`config.mk`:
```
export PLATFORM = sky130hd
export DESIGN_NAME = ads_top
export DESIGN_NICKNAME = d
export VERILOG_FILES = /design/src/rtl/ads_pkg.sv /design/src/rtl/ads_sync3.sv /design/src/rtl/ads_top.sv
export SDC_FILE = /design/constraint.sdc
export NUM_CORES = 1
export LEC_CHECK = 0
export BUFFER_PORTS_ARGS = -buffer_cell sky130_fd_sc_hd__buf_2
export CORE_MARGIN = 2
export CORE_UTILIZATION = 53
export DETAILED_ROUTE_END_ITERATION = 10
export PLACE_DENSITY = 0.75
export REMOVE_ABC_BUFFERS = 1
export SLEW_MARGIN = 20
export SYNTH_ARGS = -nofsm -noshare
export SYNTH_HDL_FRONTEND = slang
export SYNTH_SLANG_ARGS = --single-unit
```
`constraint.sdc`:
```
create_clock -name clk_sys_in -period 1.73 [get_ports clk_sys_in]
set_input_delay 0.0865 -clock clk_sys_in [delete_from_list [all_inputs] [get_ports clk_sys_in]]
set_output_delay 0.0865 -clock clk_sys_in [all_outputs]
set_load 0.02 [all_outputs]
```
`src/rtl/ads_pkg.sv`:
```
// package for the antenna diversity select block
`default_nettype none
package ads_pkg;
   localparam int ADS_CLK_PERIOD_NS = 10;
   // select goes high this long after receive enable rises
   localparam int ADS_SEL_DELAY_NS = 135;
   localparam int ADS_SEL_DELAY_CYC = (ADS_SEL_DELAY_NS + ADS_CLK_PERIOD_NS - 1) / ADS_CLK_PERIOD_NS;
   // pin rise to wait entry takes five edges, leaving wait one more
   localparam int ADS_RISE_LAT_CYC = 6;
   // long preamble the far end must send in dual mode
   localparam int ADS_LONG_PREAMBLE_SYM = 126;
   localparam int ADS_DWELL_CYC = 64;
   localparam int ADS_SCORE_W = 8;
   localparam int ADS_HDR_MODE_W = 2;
   localparam int ADS_SINGLE_ANT_POS = 6;
   localparam logic ADS_ANT_RESET = 1'b0;
   localparam logic ADS_ANT_B = 1'b1;
   typedef enum logic [1:0] {
      ADS_IDLE = 2'b00,
      ADS_WAIT = 2'b01,
      ADS_ACQ = 2'b11,
      ADS_HOLD = 2'b10
   } ads_state_e;
   // header format field enables: sfd, crc16, length, full header
   function automatic logic [3:0] ads_hdr_fields(input logic [ADS_HDR_MODE_W-1:0] mode);
      case (mode)
         2'h0: ads_hdr_fields = 4'h1;
         2'h1: ads_hdr_fields = 4'h3;
         2'h2: ads_hdr_fields = 4'h7;
         default: ads_hdr_fields = 4'hF;
      endcase
   endfunction : ads_hdr_fields
endpackage : ads_pkg
`default_nettype wire

```
`src/rtl/ads_sync3.sv`:
```
// three-stage pin synchroniser with agreement check
`default_nettype none
module ads_sync3 (
   input wire logic clk_in,
   input wire logic rst_n_in,
   input wire logic ce_in,
   input wire logic d_in,
   output logic q_out
);
   logic [2:0] s_r;
   logic [2:0] s_nxt;
   logic q_r;
   logic q_nxt;
   always_comb begin
      s_nxt = ce_in ? {s_r[1:0], d_in} : s_r;
      // only bits 1 and 2 are compared, stage 0 is metastable
      q_nxt = (ce_in && (s_r[1] == s_r[2])) ? s_r[2] : q_r;
   end
   always_ff @(posedge clk_in or negedge rst_n_in) begin
      if (!rst_n_in) begin
         s_r <= 3'h0;
         q_r <= 1'b0;
      end else begin
         s_r <= s_nxt;
         q_r <= q_nxt;
      end
   end
   assign q_out = q_r;
endmodule : ads_sync3
`default_nettype wire

```
`src/rtl/ads_top.sv`:
```
// antenna diversity selection for the baseband receiver
// Overview of operation
// [RULE1] In dual mode the far transmitter sends a 126-symbol long preamble so both antennas get a dwell.
// [RULE2] During dual-mode acquisition the antenna choice toggles every dwell.
// [RULE3] After verification the choice holds until half duplex transmit enable is asserted.
// [RULE4] A rising receive enable starts acquisition; while it is low the last choice is kept.
// [RULE5] If receive enable drops before verification in dual mode, the best stored score wins.
// [RULE6] The reset input clears the stored per-antenna scores.
// [RULE7] Low receive enable resets the toggle flop and the choice goes high 135 ns after the rise; the code keeps the choice while it is low.
// [RULE8] Mode bit 0 is dual antenna, 1 is single antenna, which also needs bit 6 of control register five.
// [RULE9] Header mode bits pick a header format with its own field combination.
// [RULE10] In single mode the antenna choice stays static during acquisition.
`default_nettype none
module ads_top
   import ads_pkg::*;
#(
   parameter int DWELL_CYC = ADS_DWELL_CYC,
   parameter int SCORE_W = ADS_SCORE_W
) (
   // clock, reset, enable
   input wire logic clk_sys_in,
   input wire logic arst_n_in,
   input wire logic ce_in,
   // pins
   input wire logic receive_enable_in,
   input wire logic transmit_enable_in,
   input wire logic score_reset_in,
   // correlator
   input wire logic [SCORE_W-1:0] signal_quality_score_in,
   input wire logic verify_in,
   // configuration
   input wire logic single_ant_mode_in,
   input wire logic [7:0] control_reg_five_in,
   input wire logic half_duplex_in,
   input wire logic [ADS_HDR_MODE_W-1:0] hdr_mode_in,
   // status
   output logic antenna_choice_out,
   output logic acquiring_out,
   output logic cfg_mismatch_out,
   output logic [3:0] hdr_fields_out
);
   logic rst_s1_r;
   logic rst_n_r;
   logic rx_en;
   logic tx_en;
   logic sc_rst;
   ads_state_e state_r;
   ads_state_e state_nxt;
   logic ant_r;
   logic ant_nxt;
   logic rx_d_r;
   logic rx_d_nxt;
   logic [15:0] cnt_r;
   logic [15:0] cnt_nxt;
   logic [SCORE_W-1:0] sc_a_r;
   logic [SCORE_W-1:0] sc_a_nxt;
   logic [SCORE_W-1:0] sc_b_r;
   logic [SCORE_W-1:0] sc_b_nxt;
   logic [SCORE_W-1:0] peak_r;
   logic [SCORE_W-1:0] peak_nxt;
   logic mis_r;
   logic mis_nxt;
   logic [3:0] hdr_r;
   logic [3:0] hdr_nxt;
   logic tx_hold;

   // reset enters asynchronously but leaves on the clock
   always_ff @(posedge clk_sys_in or negedge arst_n_in) begin
      if (!arst_n_in) begin
         rst_s1_r <= 1'b0;
         rst_n_r <= 1'b0;
      end else begin
         rst_s1_r <= 1'b1;
         rst_n_r <= rst_s1_r;
      end
   end

   ads_sync3 u_rx (
      .clk_in(clk_sys_in),
      .rst_n_in(rst_n_r),
      .ce_in(ce_in),
      .d_in(receive_enable_in),
      .q_out(rx_en)
   );
   ads_sync3 u_tx (
      .clk_in(clk_sys_in),
      .rst_n_in(rst_n_r),
      .ce_in(ce_in),
      .d_in(transmit_enable_in),
      .q_out(tx_en)
   );
   ads_sync3 u_sr (
      .clk_in(clk_sys_in),
      .rst_n_in(rst_n_r),
      .ce_in(ce_in),
      .d_in(score_reset_in),
      .q_out(sc_rst)
   );

   // full duplex transmit never releases a held choice
   assign tx_hold = half_duplex_in && tx_en;

   always_comb begin
      state_nxt = state_r;
      ant_nxt = ant_r;
      rx_d_nxt = rx_en;
      cnt_nxt = cnt_r;
      sc_a_nxt = sc_a_r;
      sc_b_nxt = sc_b_r;
      peak_nxt = peak_r;
      case (state_r)
         ADS_IDLE: begin
            // [RULE4] rising receive enable starts acquisition
            if (rx_en && !rx_d_r) begin
               state_nxt = ADS_WAIT;
               cnt_nxt = 16'h0000;
               peak_nxt = '0;
            end
         end
         ADS_WAIT: begin
            // [RULE7] antenna b after the fixed delay
            // sync, agreement and edge detect already spent part of it
            if (!rx_en) begin
               state_nxt = ADS_IDLE;
            end else if (cnt_r >= 16'(ADS_SEL_DELAY_CYC - ADS_RISE_LAT_CYC)) begin
               state_nxt = ADS_ACQ;
               ant_nxt = ADS_ANT_B;
               cnt_nxt = 16'h0000;
            end else begin
               cnt_nxt = cnt_r + 16'h0001;
            end
         end
         ADS_ACQ: begin
            if (signal_quality_score_in > peak_r) begin
               peak_nxt = signal_quality_score_in;
            end
            if (!rx_en) begin
               state_nxt = ADS_IDLE;
               // [RULE5] best stored score decides
               if (!single_ant_mode_in) begin
                  // a tie goes to b, the first dwell's antenna
                  ant_nxt = (sc_a_r > sc_b_r) ? 1'b0 : 1'b1;
               end
            end else if (verify_in) begin
               // [RULE3] choice now frozen
               state_nxt = ADS_HOLD;
            end else if (cnt_r == 16'(DWELL_CYC - 1)) begin
               cnt_nxt = 16'h0000;
               peak_nxt = '0;
               if (ant_r) begin
                  sc_b_nxt = peak_r;
               end else begin
                  sc_a_nxt = peak_r;
               end
               // [RULE2] toggle per dwell, [RULE10] not in single mode
               if (!single_ant_mode_in) begin
                  ant_nxt = !ant_r;
               end
            end else begin
               cnt_nxt = cnt_r + 16'h0001;
            end
         end
         ADS_HOLD: begin
            // [RULE3] release on half duplex transmit
            if (tx_hold || !rx_en) begin
               state_nxt = ADS_IDLE;
            end
         end
         default: begin
            state_nxt = ADS_IDLE;
         end
      endcase
      // [RULE6] reset pin clears scores
      if (sc_rst) begin
         sc_a_nxt = '0;
         sc_b_nxt = '0;
      end
   end

   always_ff @(posedge clk_sys_in or negedge rst_n_r) begin
      if (!rst_n_r) begin
         state_r <= ADS_IDLE;
         ant_r <= ADS_ANT_RESET;
         rx_d_r <= 1'b0;
         cnt_r <= 16'h0000;
         sc_a_r <= '0;
         sc_b_r <= '0;
         peak_r <= '0;
      end else if (ce_in) begin
         state_r <= state_nxt;
         ant_r <= ant_nxt;
         rx_d_r <= rx_d_nxt;
         cnt_r <= cnt_nxt;
         sc_a_r <= sc_a_nxt;
         sc_b_r <= sc_b_nxt;
         peak_r <= peak_nxt;
      end
   end

   // config status: registered straight from the ports
   always_comb begin
      // [RULE8] single mode needs bit 6 too
      mis_nxt = single_ant_mode_in && !control_reg_five_in[ADS_SINGLE_ANT_POS];
      // [RULE9] header format decode
      hdr_nxt = ads_hdr_fields(hdr_mode_in);
   end

   always_ff @(posedge clk_sys_in or negedge rst_n_r) begin
      if (!rst_n_r) begin
         mis_r <= 1'b0;
         hdr_r <= 4'h0;
      end else if (ce_in) begin
         mis_r <= mis_nxt;
         hdr_r <= hdr_nxt;
      end
   end

   assign antenna_choice_out = ant_r;
   assign acquiring_out = (state_r == ADS_ACQ);
   assign cfg_mismatch_out = mis_r;
   assign hdr_fields_out = hdr_r;
endmodule : ads_top
`default_nettype wire

```
==> results.md <==
* Final-report hold violation count at 0
* Pre-CTS WS at -0.552 ns
* Total GRT Usage at 0.292
* Placeable Area at about 6400 sq um
* Worst vdd ir at around 1.1 mV
* Largest net degree at the start of global routing at 37
* DP HPWL at 6140 microns
* Critical path origin: cnt_r[11]
* Synth Area in Adders at 0.0640
* Pwr Total at between 6 and 7 mW
* Clk root buf: clkbuf_8
* CP peak stage delay at 0.40 ns
* Drt first-iter violations at ~330
* Leak at approximately 2.3 nW
* Final setup margin at -0.401 ns
* DRT Pass-1 Iters at 5
* Most used cell, CP: buf_6
* Crit. End Element: register
* Failing checks: setup timing
* Synth-to-Final Area Change at 43.4%
* P per Cell Area at 1280 nW/um^2
* # Max-Cap Violations at 0
* Clock share of power at 0.232
* Remaining antenna violation count at 0
* Mux cell area share after synthesis at 0.0686
* Asr flop ratio synth at 1.00
* Area fraction in compound gates after synthesis at 0.175
* Switching part of the total at 0.378
* Critical path, cell by cell: buf_6 > nor4_4 > nand3_2 > buf_6 > nor4_4 > nor2_2 > buf_6 > o311ai_4
* Slew Viols, Final at 0
* Antenna diodes at 0
* Hold EP: peak_r[6]
* Simple-gate share of the synthesized area at 0.191
* DIE HEIGHT at roughly 85 microns
* First-pass GRT wire length at ~17,000 microns
* Final critical-path required period at 2.13 ns
* Req. time, crit path at 1.96 ns
* Post-synth EDFFs at 0
* DRT Wirelength at roughly 11,000 microns
* Core occupancy in the finished layout at 0.790
* Yosys reg bits at 63
* RSZ-0062 raised after global routing: true
* Sw power at approximately 2.4 mW
* Cts bufs inserted at 9
* CTS tree: yes
* # port buffers at 26
* Most frequent cells in the layout: 66 x buf_4, 59 x dfrtp_1, 29 x inv_1
* Die area at 7310 sq um
* Commonest non-fill, non-tap cell in the layout: buf_4
* Grt total ovfl at 0
* Vias in the first global route at roughly 3,500
* Post-route clock period utilization at 1.23
* R2R depth at 8
* Worst Skew at between 0.009 and 0.01 ns
* Netlist Area Pre-Place at ~3500 sq um
* Combinational power share at 0.465
* DRC at 0
* CP max-delay cell: dfrtp_1
* Starting Density at 0.551
* WL/cell at between 15 and 20 microns
* Die X-Extent at ~85 microns
* Placer Congestion at about 0.97
* Fmax at 469 MHz
* Via count at 3,449
* Yosys warning count at 0
* Setup_tns at -10.67 ns
* Crit path max fanout at 7
* Register area at ~1600 sq um
* Sequential power share at 0.303
* Status: finished, violations left
* Main combinational cell family by area after synthesis: simple AND/OR/NAND/NOR gates
* Xor/xnor share of the synthesized area at 0
* Layout cells sized above 1 at 0.413
* Via/cell ratio at around 6.2
* Worst-skew pair later-pin latency at ~0.34 ns
* Worst min path class: in -> reg
* Cell variety after synth at between 50 and 60
* Seq/Total Area, Yosys at 0.448
* Clock Path Buffers at 2
* R2r endpoint: cnt_r[7]
* Mean Syn Cell Area at 9.80 sq um
* Final #Nets at 520
* Final number of setup-violating endpoints at ~40
* Gate Count Post-Synth at about 360
* Setup CP Type: reg -> reg
* # IOs at 34
* CP bufs+invs at 3
* CTS Sinks at 63
* CP startpoint kind: register
* Initial antenna violation count at 0
* FILL cells at 330
* WHS Path Cells at 3
* Multi-input gate area at 2070 sq um
* Cell-internal power at 4.01 mW
* Internal reg-to-reg setup slack at -0.40 ns
* CP top delay family: simple AND/OR/NAND/NOR gates
* R2r startpoint: cnt_r[11]
* Clock transition at path regs at 0.07 ns
* Rows at 29
* Worst Min Path Start: signal_quality_score_in[6]
* H-tree levels at 3
* Ys flop type: dfrtp_1
* Critical path arrival at around 2.4 ns
* WHS at roughly 0.0045 ns
-- worst min-delay path, stage by stage --
cell and delay (ns):
buf_2 0.11, nand2_2 0.05, mux2i_1 0.06
-- registers in the layout, summed over array words and instances (netlist names) --
register and count:
rx_d_r 1, u_rx.s_r 3, u_sr.q_out 1, rst_s1_r 1, peak_r 8, cnt_r 16
state_r 2, hdr_fields_out 4, u_tx.q_out 1, u_tx.s_r 3, cfg_mismatch_out 1, sc_b_r 8
u_sr.s_r 3, sc_a_r 8, u_rx.q_out 1, rst_n_r 1, antenna_choice_out 1
-- repair_timing --
item | CTS | global route
gates resized for setup | 75 | 17
setup endpoints to repair | 42 | 43
pin swaps | 44 | 12
gates cloned | 1 | 1
endpoints found under the hold margin | 8 | 0
hold buffers | 7 | 0
setup buffers | 12 | 5
-- worst max path at each step --
stage          slack [ns]                  to  cells past startpoint
6_report            -0.40            cnt_r[7]                      8
5_1_grt             -0.48            cnt_r[7]                      8
4_1_cts             -0.31  antenna_choice_out                      6
3_5_place_dp        -0.55            cnt_r[7]                      7
3_3_place_gp        -0.38            cnt_r[7]                      7
2_1_floorplan       -0.48            cnt_r[7]                      6
-- power groups by stage --
stage / Combinational (mW) / Sequential [mW] / Clock, mW
global route: 3.20 / 1.97 / 1.58
global placement: 2.12 / 1.93 / 0
floorplan: 1.04 / 2.07 / 0
detailed placement: 2.20 / 1.94 / 0
finish: 3.00 / 1.95 / 1.49
CTS: 2.69 / 1.93 / 1.49
-- area by class of cell --
cell class | count | share of cell area
Clock inverter | 4 | 0.0151
Multi-Input combinational cell | 251 | 0.410
Clock buffer | 12 | 0.0307
Sequential cell | 63 | 0.313
Timing Repair Buffer | 121 | 0.191
Inverter | 29 | 0.0216
Tap cell | 77 | 0.0191
-- per-layer routing --
layer	vias to the layer above	part of all wire	global-route usage
li1	1530	-	-
met1	1670	0.39	0.373
met2	196	0.49	0.491
met3	53	0.067	0.0443
met4	0	0.048	0.134
met5	-	0	0
-- stage by stage --
stage,std cells,instance area [sq um]
2_1_floorplan,343,3440
3_3_place_gp,515,4200
3_5_place_dp,515,4200
4_1_cts,551,4930
5_1_grt,557,5050
6_report,557,5050
-- cells in the mapped netlist, types with 4 or more instances --
cell | count | share of area
nor2b_1 | 4 | 0.0071
o21bai_1 | 4 | 0.0085
clkbuf_1 | 7 | 0.0075
a21o_1 | 4 | 0.0085
inv_1 | 29 | 0.031
nor2_1 | 12 | 0.013
nor3_1 | 4 | 0.0057
nand3_1 | 19 | 0.027
ha_1 | 18 | 0.064
mux2_2 | 8 | 0.026
a21oi_1 | 20 | 0.028
nor4_1 | 6 | 0.011
nand2_1 | 42 | 0.045
dfrtp_1 | 63 | 0.45
o21ai_0 | 19 | 0.027
o211ai_1 | 6 | 0.013
a22o_1 | 16 | 0.040
mux2i_1 | 14 | 0.040
buf_2 | 6 | 0.0085
nand4_1 | 7 | 0.012
-- kinds of logic after synthesis --
family,after synthesis
compound gates,91
fa+ha+maj,18
buf+inv,45
flops,63
mux,23
other cells,1
simple gates,118
Power figures use the tool's default switching activity.
